--- src/lsp_defines.svh ---
// register indices, field positions, reset values and timing counts
`ifndef LSP_DEFINES_SVH
`define LSP_DEFINES_SVH

// register indices; byte address is four times the index
`define LSP_IDX_SEL       10'h10d
`define LSP_IDX_PRESCALE  10'h10e
`define LSP_IDX_CONTROL   10'h10f
`define LSP_IDX_PIX_FIRST 10'h110
`define LSP_IDX_PIX_LAST  10'h11f
`define LSP_IDX_IRQ_STAT  10'h120
`define LSP_IDX_IRQ_MASK  10'h121
`define LSP_IDX_PIN_IN    10'h122
`define LSP_IDX_SEQ       10'h123

// reset values
`define LSP_SEL_RESET     8'hff
`define LSP_PRESCALE_RST  4'h0
`define LSP_CON_RESET     8'h00
`define LSP_IRQ_RESET     2'h0

// control register: bit 5 unimplemented, reads zero
`define LSP_CON_WMASK     8'hdf
`define LSP_CON_EN_BIT    7

// select bit per low pin group
`define LSP_SEL_G0_BIT    0
`define LSP_SEL_G5_BIT    1
`define LSP_SEL_G9_BIT    2
`define LSP_SEL_G12_BIT   3

// first pin of each low group
`define LSP_G5_FIRST      5
`define LSP_G9_FIRST      9
`define LSP_G12_FIRST     12

// status bit positions
`define LSP_IRQ_FRAME_BIT 0
`define LSP_IRQ_ORDER_BIT 1

// last core_clk count of a prescale step of the frame clock; a step lasts this plus one cycles
`define LSP_FRAME_BASE_CYCLES 4'hf

`endif

--- src/lsp_pkg.sv ---
// types shared by the segment pin select block
package lsp_pkg;

  typedef struct packed {
    logic        psel;
    logic        penable;
    logic        pwrite;
    logic [11:0] paddr;
    logic [31:0] pwdata;
  } lsp_apb_req_t;

  typedef struct packed {
    logic       display_module_on;
    logic       sleep_run_bit;
    logic       unused_zero;
    logic       charge_pump_select;
    logic [1:0] timing_source_field;
    logic [1:0] mux_bias_field;
  } lsp_ctl_t;

  typedef enum logic [5:0] {
    SQ_RESET    = 6'b00_0001,
    SQ_PRESCALE = 6'b00_0010,
    SQ_SELECT   = 6'b00_0100,
    SQ_CONTROL  = 6'b00_1000,
    SQ_PIXELS   = 6'b01_0000,
    SQ_READY    = 6'b10_0000
  } lsp_seq_t;

endpackage

--- src/lsp_frame_div.sv ---
// frame clock divider: one tick per prescale-scaled frame period
`timescale 1ns/1ps
`include "lsp_defines.svh"

module lsp_frame_div (
  input  wire logic       core_clk,
  input  wire logic       reset,
  input  wire logic       run,
  input  wire logic [3:0] prescale,
  output logic            tick
);

  logic [3:0] base_cnt;
  logic [3:0] step_cnt;
  logic       base_wrap;

  assign base_wrap = (base_cnt == `LSP_FRAME_BASE_CYCLES);

  always_ff @(posedge core_clk or posedge reset) begin
    if (reset) begin
      base_cnt <= 4'h0;
    end else if (!run || base_wrap) begin
      base_cnt <= 4'h0;
    end else begin
      base_cnt <= base_cnt + 4'h1;
    end
  end

  always_ff @(posedge core_clk or posedge reset) begin
    if (reset) begin
      step_cnt <= 4'h0;
      tick     <= 1'b0;
    end else if (!run) begin
      step_cnt <= 4'h0;
      tick     <= 1'b0;
    end else if (base_wrap && step_cnt >= prescale) begin
      step_cnt <= 4'h0;
      tick     <= 1'b1;
    end else begin
      if (base_wrap) begin
        step_cnt <= step_cnt + 4'h1;
      end
      tick <= 1'b0;
    end
  end

endmodule

--- src/lsp_seg_pin_cfg.sv ---
// segment pin function select, bias rail control and bring-up registers
//
// Chosen here: register access over APB and the register addresses.
`timescale 1ns/1ps
`include "lsp_defines.svh"

module lsp_seg_pin_cfg (
  input  wire logic                  core_clk,
  input  wire logic                  reset,
  input  wire lsp_pkg::lsp_apb_req_t apb_req,
  output logic                       pready,
  output logic [31:0]                prdata,
  output logic                       pslverr,
  input  wire logic [15:0]           seg_pin_in,
  output logic [15:0]                seg_lcd_func,
  output logic [15:0]                seg_digital_in,
  output logic                       pump_run,
  output logic                       vlcd3_tie_vdd,
  output logic                       irq
);
  import lsp_pkg::*;

  logic [7:0]  segment_pin_select;
  logic [3:0]  frame_prescale_field;
  lsp_ctl_t    display_control_reg;
  logic [7:0]  pixel_data [16];
  logic [1:0]  irq_status;
  logic [1:0]  irq_mask;
  lsp_seq_t    seq_state;
  logic [15:0] pix_seen;
  logic [15:0] pin_meta;
  logic [15:0] pin_sync;
  logic [1:0]  rd_stat_snap;
  logic        frame_tick;

  logic        access;
  logic        wr_fire;
  logic        rd_fire;
  logic [9:0]  idx;
  logic        wr_sel;
  logic        wr_ps;
  logic        wr_con;
  logic        wr_pix;
  logic        wr_mask;
  logic        rd_stat;
  logic        order_err;
  logic [1:0]  events;
  logic [31:0] next_rdata;
  logic        next_err;
  logic        next_pump;

  // pin group index (0..3) of a low segment pin
  function automatic logic [1:0] group_of(input int pin);
    if (pin >= `LSP_G12_FIRST) begin
      return 2'd3;
    end else if (pin >= `LSP_G9_FIRST) begin
      return 2'd2;
    end else if (pin >= `LSP_G5_FIRST) begin
      return 2'd1;
    end else begin
      return 2'd0;
    end
  endfunction

  // word index falls in the pixel block
  function automatic logic is_pix(input logic [9:0] i);
    return (i >= `LSP_IDX_PIX_FIRST) && (i <= `LSP_IDX_PIX_LAST);
  endfunction

  // apb handshake: one wait state, then pready
  assign access  = apb_req.psel & apb_req.penable;
  assign wr_fire = access & pready & apb_req.pwrite;
  assign rd_fire = access & pready & !apb_req.pwrite;
  assign idx     = apb_req.paddr[11:2];
  assign wr_sel  = wr_fire && idx == `LSP_IDX_SEL;
  assign wr_ps   = wr_fire && idx == `LSP_IDX_PRESCALE;
  assign wr_con  = wr_fire && idx == `LSP_IDX_CONTROL;
  assign wr_pix  = wr_fire && is_pix(idx);
  assign wr_mask = wr_fire && idx == `LSP_IDX_IRQ_MASK;
  assign rd_stat = rd_fire && idx == `LSP_IDX_IRQ_STAT;

  always_ff @(posedge core_clk or posedge reset) begin
    if (reset) begin
      pready <= 1'b0;
    end else begin
      pready <= access & !pready;
    end
  end

  always_comb begin
    next_rdata = 32'h0000_0000;
    next_err   = 1'b0;
    if (is_pix(idx)) begin
      next_rdata[7:0] = pixel_data[idx[3:0]];
    end else begin
      case (idx)
        `LSP_IDX_SEL:      next_rdata[7:0]  = segment_pin_select;
        `LSP_IDX_PRESCALE: next_rdata[3:0]  = frame_prescale_field;
        `LSP_IDX_CONTROL:  next_rdata[7:0]  = display_control_reg;
        `LSP_IDX_IRQ_STAT: next_rdata[1:0]  = irq_status;
        `LSP_IDX_IRQ_MASK: next_rdata[1:0]  = irq_mask;
        `LSP_IDX_PIN_IN:   next_rdata[15:0] = seg_digital_in;
        `LSP_IDX_SEQ:      next_rdata[5:0]  = seq_state;
        default:           next_err         = 1'b1;
      endcase
    end
  end

  always_ff @(posedge core_clk or posedge reset) begin
    if (reset) begin
      prdata       <= 32'h0000_0000;
      pslverr      <= 1'b0;
      rd_stat_snap <= 2'h0;
    end else if (access && !pready) begin
      prdata       <= apb_req.pwrite ? 32'h0000_0000 : next_rdata;
      pslverr      <= next_err;
      rd_stat_snap <= irq_status;
    end else begin
      pslverr <= 1'b0;
    end
  end

  // configuration registers
  always_ff @(posedge core_clk or posedge reset) begin
    if (reset) begin
      segment_pin_select <= `LSP_SEL_RESET;
    end else if (wr_sel) begin
      segment_pin_select <= apb_req.pwdata[7:0];
    end
  end

  always_ff @(posedge core_clk or posedge reset) begin
    if (reset) begin
      frame_prescale_field <= `LSP_PRESCALE_RST;
    end else if (wr_ps) begin
      frame_prescale_field <= apb_req.pwdata[3:0];
    end
  end

  always_ff @(posedge core_clk or posedge reset) begin
    if (reset) begin
      display_control_reg <= lsp_ctl_t'(`LSP_CON_RESET);
    end else if (wr_con) begin
      display_control_reg <= lsp_ctl_t'(apb_req.pwdata[7:0] & `LSP_CON_WMASK);
    end
  end

  always_ff @(posedge core_clk) begin
    if (wr_pix) begin
      pixel_data[idx[3:0]] <= apb_req.pwdata[7:0];
    end
  end

  always_ff @(posedge core_clk or posedge reset) begin
    if (reset) begin
      irq_mask <= `LSP_IRQ_RESET;
    end else if (wr_mask) begin
      irq_mask <= apb_req.pwdata[1:0];
    end
  end

  // bring-up order tracking
  always_ff @(posedge core_clk or posedge reset) begin
    if (reset) begin
      seq_state <= SQ_RESET;
    end else if (wr_ps) begin
      seq_state <= SQ_PRESCALE;
    end else begin
      case (seq_state)
        SQ_RESET: begin
          seq_state <= SQ_RESET;
        end
        SQ_PRESCALE: begin
          if (wr_sel) begin
            seq_state <= SQ_SELECT;
          end
        end
        SQ_SELECT: begin
          if (wr_con && !apb_req.pwdata[`LSP_CON_EN_BIT]) begin
            seq_state <= SQ_CONTROL;
          end
        end
        SQ_CONTROL: begin
          if (wr_pix && (pix_seen | (16'h0001 << idx[3:0])) == 16'hffff) begin
            seq_state <= SQ_PIXELS;
          end
        end
        SQ_PIXELS: begin
          if (rd_stat) begin
            seq_state <= SQ_READY;
          end
        end
        SQ_READY: begin
          seq_state <= SQ_READY;
        end
        default: begin
          seq_state <= SQ_RESET;
        end
      endcase
    end
  end

  always_ff @(posedge core_clk or posedge reset) begin
    if (reset) begin
      pix_seen <= 16'h0000;
    end else if (seq_state != SQ_CONTROL) begin
      pix_seen <= 16'h0000;
    end else if (wr_pix) begin
      pix_seen <= pix_seen | (16'h0001 << idx[3:0]);
    end
  end

  // enable written before the sequence completed
  assign order_err = wr_con && apb_req.pwdata[`LSP_CON_EN_BIT]
                     && !display_control_reg.display_module_on
                     && seq_state != SQ_READY;

  lsp_frame_div u_frame_div (
    .core_clk (core_clk),
    .reset    (reset),
    .run      (display_control_reg.display_module_on),
    .prescale (frame_prescale_field),
    .tick     (frame_tick)
  );

  // sticky status, cleared by read, set wins
  assign events = {order_err, frame_tick};

  always_ff @(posedge core_clk or posedge reset) begin
    if (reset) begin
      irq_status <= `LSP_IRQ_RESET;
    end else if (rd_stat) begin
      irq_status <= (irq_status & ~rd_stat_snap) | events;
    end else begin
      irq_status <= irq_status | events;
    end
  end

  always_ff @(posedge core_clk or posedge reset) begin
    if (reset) begin
      irq <= 1'b0;
    end else begin
      irq <= |(irq_status & irq_mask);
    end
  end

  // pin routing
  always_ff @(posedge core_clk or posedge reset) begin
    if (reset) begin
      seg_lcd_func <= 16'hffff;
    end else begin
      for (int p = 0; p < 16; p++) begin
        seg_lcd_func[p] <= segment_pin_select[group_of(p)];
      end
    end
  end

  always_ff @(posedge core_clk or posedge reset) begin
    if (reset) begin
      pin_meta <= 16'h0000;
      pin_sync <= 16'h0000;
    end else begin
      pin_meta <= seg_pin_in;
      pin_sync <= pin_meta;
    end
  end

  always_ff @(posedge core_clk or posedge reset) begin
    if (reset) begin
      seg_digital_in <= 16'h0000;
    end else begin
      for (int p = 0; p < 16; p++) begin
        seg_digital_in[p] <= segment_pin_select[group_of(p)] ? 1'b0 : pin_sync[p];
      end
    end
  end

  // charge pump runs only when selected and module on; else ladder bias
  assign next_pump = display_control_reg.display_module_on
                     && display_control_reg.charge_pump_select;

  always_ff @(posedge core_clk or posedge reset) begin
    if (reset) begin
      pump_run      <= 1'b0;
      vlcd3_tie_vdd <= 1'b1;
    end else begin
      pump_run      <= next_pump;
      vlcd3_tie_vdd <= !next_pump;
    end
  end
endmodule

--- config.mk ---
export PLATFORM = sky130hd
export DESIGN_NAME = lsp_seg_pin_cfg
export DESIGN_NICKNAME = d
export VERILOG_FILES = /design/src/lsp_pkg.sv /design/src/lsp_frame_div.sv /design/src/lsp_seg_pin_cfg.sv
export VERILOG_INCLUDE_DIRS = /design/src
export SDC_FILE = /design/constraint.sdc
export NUM_CORES = 1
export LEC_CHECK = 0
export ABC_AREA = 1
export BUFFER_PORTS_ARGS = -buffer_cell sky130_fd_sc_hd__buf_2
export CAP_MARGIN = 30
export CORE_UTILIZATION = 58
export CTS_CLUSTER_SIZE = 20
export DETAILED_ROUTE_END_ITERATION = 6
export PLACE_DENSITY = 0.8
export SETUP_SLACK_MARGIN = 0.3
export SYNTH_ARGS = -nofsm -noshare
export SYNTH_HDL_FRONTEND = slang
export SYNTH_SLANG_ARGS = --single-unit
export TNS_END_PERCENT = 30
--- constraint.sdc ---
create_clock -name core_clk -period 4.7 [get_ports core_clk]
set_input_delay 0.235 -clock core_clk [delete_from_list [all_inputs] [get_ports core_clk]]
set_output_delay 0.235 -clock core_clk [all_outputs]
set_load 0.01 [all_outputs]
-- After elaboration in Yosys (flattened, before gate mapping)
Memories as Yosys holds them, arrays and structs flattened.
Cells that the tools add are included.
- memories kept: 1
- RAM bits: 128
- bits in registers: 154
- logic and storage cells: 133
- bits of input ports: 65
- output and inout bits: 69
- shift operators: 1
- add/sub/neg operators: 2
- eq/ne operators: 21
- reductions and logical operators: 25
- $lt $le $gt $ge: 3
- bitwise gates (word level): 11
- multiplexer cells: 44
- memory list (name ; depth ; bits a word ; read ports ; clocked after Yosys merged registers in ; wr ports ; RTL line ; RTL):
    pixel_data ; 16 ; 8 ; 1 ; 0 ; 1 ; lsp_seg_pin_cfg.sv:26 ; logic [7:0] pixel_data [16];
- operator list (kind ; count):
    10-bit by 9-bit == test with 1-bit output, second input constant ; 7
    16-bit 2-to-1 mux ; 3
    6-bit 2-to-1 mux ; 5
    6-bit case mux with 5 select lines ; 1
    8-bit 2-to-1 mux ; 3
    1-bit 2-to-1 mux ; 23
    16-bit == test, second input constant ; 1
    4-bit 2-to-1 mux ; 4
    16-bit bitwise OR ; 1
    1-bit by 4-bit << shifter with 16-bit output, first input constant ; 1
    1-bit logical AND ; 15
    2-bit case mux with 7 select lines ; 1
    3-bit inequality test, second input constant ; 4
    10-bit by 9-bit >= comparator with 1-bit output, second input constant ; 1
    10-bit by 9-bit <= comparator with 1-bit output, second input constant ; 1
    2-bit case mux with 5 select lines ; 1
    4-bit by 1-bit adder with 4-bit output, second input constant ; 2
    2-bit case mux with 4 select lines ; 1
    7-bit OR reduction ; 1
    6-bit by 2-bit == test with 1-bit output, second input constant ; 1
    6-bit by 3-bit == test with 1-bit output, second input constant ; 1
    6-bit by 4-bit == test with 1-bit output, second input constant ; 1
    6-bit by 5-bit == test with 1-bit output, second input constant ; 1
    6-bit == test, second input constant ; 1
    other kinds (16) ; 26

-- Depth between registers and ports, before layout
- word-level depth: 9
- mapped depth: 13
- depth with buffers taken out: 12

-- Modules after synthesis
From an unflattened synthesis, not the netlist that was laid out.
- cells, all modules: 947
- area total of the unflattened synthesis: 10432.5 sq um
- modules (own cells, without submodules) (module ; instances ; seq. area each (sq um) ; area each (sq um) ; cells each):
    lsp_seg_pin_cfg ; 1 ; 6864.1 ; 9838.2 ; 871
    lsp_frame_div ; 1 ; 225.2 ; 594.3 ; 76

-- Least setup slack after synthesis
OpenSTA, ideal clock, no wires.
- path kind: flip-flop to flip-flop
- start: register pready
- end: memory pixel_data[5][0] (enable)
- slack: 2.568 ns
- data required time: 4.314 ns
- setup time: 0.386 ns
- stages on the path, launching flop included: 7
- path buffers: 0
- arrival time: 1.747 ns
- clock period less this slack: 2.132 ns
- cells stage by stage: dfrtp_1 nand3_1 nor2_2 inv_1 nor2_1 inv_2 nor3_1
- cells in the longest elaborated chain, start to end: 5
- RTL lines (element ; RTL line ; RTL):
    from (decl) ; lsp_seg_pin_cfg.sv:11 ; output logic pready,
    from (signal assigned) ; lsp_seg_pin_cfg.sv:86 ; pready <= access & !pready;
    1-bit AND (2 in series) ; lsp_seg_pin_cfg.sv:72 ; assign wr_fire = access & pready & apb_req.pwrite;
    1-bit logical AND ; lsp_seg_pin_cfg.sv:78 ; assign wr_pix = wr_fire && is_pix(idx);
    1-bit 2-to-1 mux ; lsp_seg_pin_cfg.sv:149 ; if (wr_pix) begin
    1-bit 2-to-1 mux (implied by the code) ; lsp_seg_pin_cfg.sv:150 ; pixel_data[idx[3:0]] <= apb_req.pwdata[7:0];
    to (decl) ; lsp_seg_pin_cfg.sv:26 ;
Every way passes these cells.

-- Worst setup path after layout
- start: register pready
- end: memory pixel_data[0][2] (enable)
The elaborated chain is that of the path after synthesis.

==> metrics.txt <==
logic gate share of total power 5.5%; endpoint required time on the critical path 4.84 ns; EDFF count, synth 128; cell chain of the critical path nand3_1 > nor2_2 > inv_1 > nor2_1 > inv_2 > nor2_1; layout cell share with drive strength beyond 1 17.5%; maximum count of clock buffers along a single path 3; post-synthesis cell type count 40; total die area 18500 µm²; Worst Clk Skew 0.0134 ns; PD cells 403 nW/µm²; routed wire length 24800 µm; data arrival at the endpoint of the critical path 2.73 ns; die height 136 µm; routed wirelength normalized by instance count 18.9 µm; I/O pin total 134; synthesized netlist cell count 958; Final Wtd Congestion 0.904; Critical path buffers and inverters 2; number of clock buffers inserted by TritonCTS 26; fraction of power spent switching nets 21.8%; layout-stage area growth over the synthesis result 15.5%; start-to-end type of the worst setup path register to register; std cell rows 48; Detailed Place HPWL 15400 µm; nature of the critical path startpoint register; CP max-delay cell nor2_1; worst-margin pin slew 1.05 ns; Critical Path Max Stage Delay 0.79 ns; Initial Util 59.8%; Setup Buffers After CTS 0; Internal Pwr Total 3.79 mW; logic depth of the worst register-to-register path 6; Final Setup Violations 0; total routing usage reported by global routing 27.5%; remaining global-route overflow 0; cell family with the largest share of critical-path delay simple AND/OR/NAND/NOR gates; total power consumption of the routed design 4.85 mW; unrepaired setup endpoints after global routing no; number of cells in the design after placement 1244; net total in the final layout 1137; maximum fanout along the worst path 16; sequential group share of total power 50.5%; top achievable clock speed 386 MHz; antenna violations before repair 0; Stages on worst setup path 6; H-Tree Level Count 1; non-filler instance count after layout 1312; setup TNS after final layout 0 ns; CORE AREA 17400 µm²; number of maximum-capacitance violations 0; vias in the first global route 7347; Slew HR 29.7%; first-pass GRT wire length 38300 µm; Critical Path Sink Type register; pin count of the biggest net entering global routing 57; remaining design rule violation count 0; Sinks on Clock Net 257; synthesized flop and latch total 257; flip-flop count of the largest register after layout 128; clock latency on the worst-skew pair 0.52 ns; leak pwr 5.41 nW; Hold Path Cell Cnt 3; switching power summed over all nets 1.06 mW; cell mode on critical path nor2_1; Synth async-reset ratio 50.2%; outcome complete, no violations; number of DRC violations after detailed-routing iteration 0 943; period utilization 55.2%; proportion of synthesized chip area in sequential cells 68.0%; Synth warnings 0; TritonCTS clock tree built; count of TritonRoute iterations in the first routing pass 7; clock share of power 44.1%; Routed Antenna Nets 0; peak supply drop 0.426 mV; Die Wd 136 µm; number of filler instances in the final layout 1177; clock root cell clkbuf_16; average vias per placed instance 5.65; total of buffers placed on input and output ports 91; Syn Std Cell Area 10400 µm²; syn_area_per_cell 10.9 µm²; Via Count 7419; Final Max Tran Viols 0; post-layout min period 2.59 ns; class of the tightest hold or removal check primary input to register; final number of hold-violating endpoints 0; clock transition time at the flip-flop clock pins of the worst setup and hold paths 0.06 ns; most instantiated flip-flop cell in the synthesis netlist edfxtp_1
power by group through the flow:
stage / Sequential [mW] / Clock, mW / Combinational (mW)
2_1_floorplan: 2.48 / 0 / 0.162
3_3_place_gp: 2.49 / 0 / 0.238
3_5_place_dp: 2.49 / 0 / 0.249
4_1_cts: 2.44 / 2.15 / 0.265
5_1_grt: 2.45 / 2.23 / 0.301
6_report: 2.44 / 2.14 / 0.265
area by class of cell:
class                      instances  area [µm²]  share of cell area (%)
antenna                            1        2.50                  0.0208
clock buffer                      34         712                    5.91
clock inverter                    14         173                    1.43
inverter                         119         450                    3.74
multi-input combinational        544        2600                    21.6
sequential                       257        7090                    58.9
tap                              225         282                    2.34
timing repair buffer             118         729                    6.06
kinds of logic (layout without fill, tap and decap cells):
group           count (synthesis)  count (layout)  share of synthesized area [%]
simple gates                  358             358                           14.4
xor+xnor                        3               3                          0.252
flops                         257             257                           68.0
fa+ha+maj                       6               6                          0.720
other cells                     1              17                         0.0360
compound gates                161             161                           8.98
buf+inv                       172             285                           7.58
through the flow:
step                setup slack (ns)  hold WS, ns  utilization [%]  instance area [µm²]
detailed placement              1.98        0.239             62.9                11000
global placement                2.12        0.333             62.7                10900
global route                    2.01        0.147             69.1                12000
finish                          2.11        0.105             69.1                12000
CTS                             2.21        0.105             69.1                12000
floorplan                       1.05        0.266                -                10500
cells in the final DEF, fill, tap and decap left out, drive strengths merged, types with 14 or more instances in the layout:
cell and instances:
buf 99, clkbuf 34, conb 16, dfrtp 115, dfstp 14, dlygate4sd3 19, edfxtp 128, inv 118
nand2 193, nand3 28, nor2 117, o21a 16, o21ai 94, o22ai 29
layer usage:
layer	track usage [%]	share of wire, %
met5	0	0
met4	9.75	2.8
met3	5.33	9.3
met2	45.9	50
met1	36.1	38
worst reg2reg max path, delay by kind of cell, from the launching register on:
family / cells / cell delay, ns
buffers and inverters: 2 / 0.33
and+or+nand+nor: 4 / 1.49
DFF: 1 / 0.38
Yosys cell counts, types with 4 or more instances:
cell type,count,share of area (%)
a21oi_1,9,0.43
a32o_1,8,0.77
buf_2,12,0.58
buf_4,30,2.2
clkbuf_1,7,0.25
dfrtp_1,115,28
dfstp_2,14,3.5
edfxtp_1,128,37
ha_1,6,0.72
inv_1,106,3.8
inv_2,12,0.43
nand2_1,184,6.6
nand2_2,8,0.48
nand3_1,27,1.3
nand4_1,7,0.42
nor2_1,109,3.9
nor2_2,6,0.36
nor3_1,4,0.19
o21a_1,16,1.2
o21ai_0,78,3.7
o21ai_1,16,0.77
o22ai_1,29,1.7
final timing paths:
path                                                      to  slack [ns]                  start
max                               pixel_data[0][2]$_DFFE_PP_        2.11       pready$_DFF_PP0_
min                        segment_pin_select[5]$_DFFE_PP1P_        0.10             apb_req[5]
max reg2reg                       pixel_data[0][2]$_DFFE_PP_        2.11       pready$_DFF_PP0_
min reg2reg                            pin_sync[6]$_DFF_PP0_        0.35  pin_meta[6]$_DFF_PP0_
max in group asynchronous            irq_mask[0]$_DFFE_PP0P_        3.21                  reset
min in group asynchronous              pin_meta[9]$_DFF_PP0_        0.25                  reset
repair_timing:
action / CTS / global route
hold endpoints to repair: 42 / 0
hold buffers: 19 / 0
resized for setup: 0 / 0
Note: power is estimated with default switching activity, not from simulation.
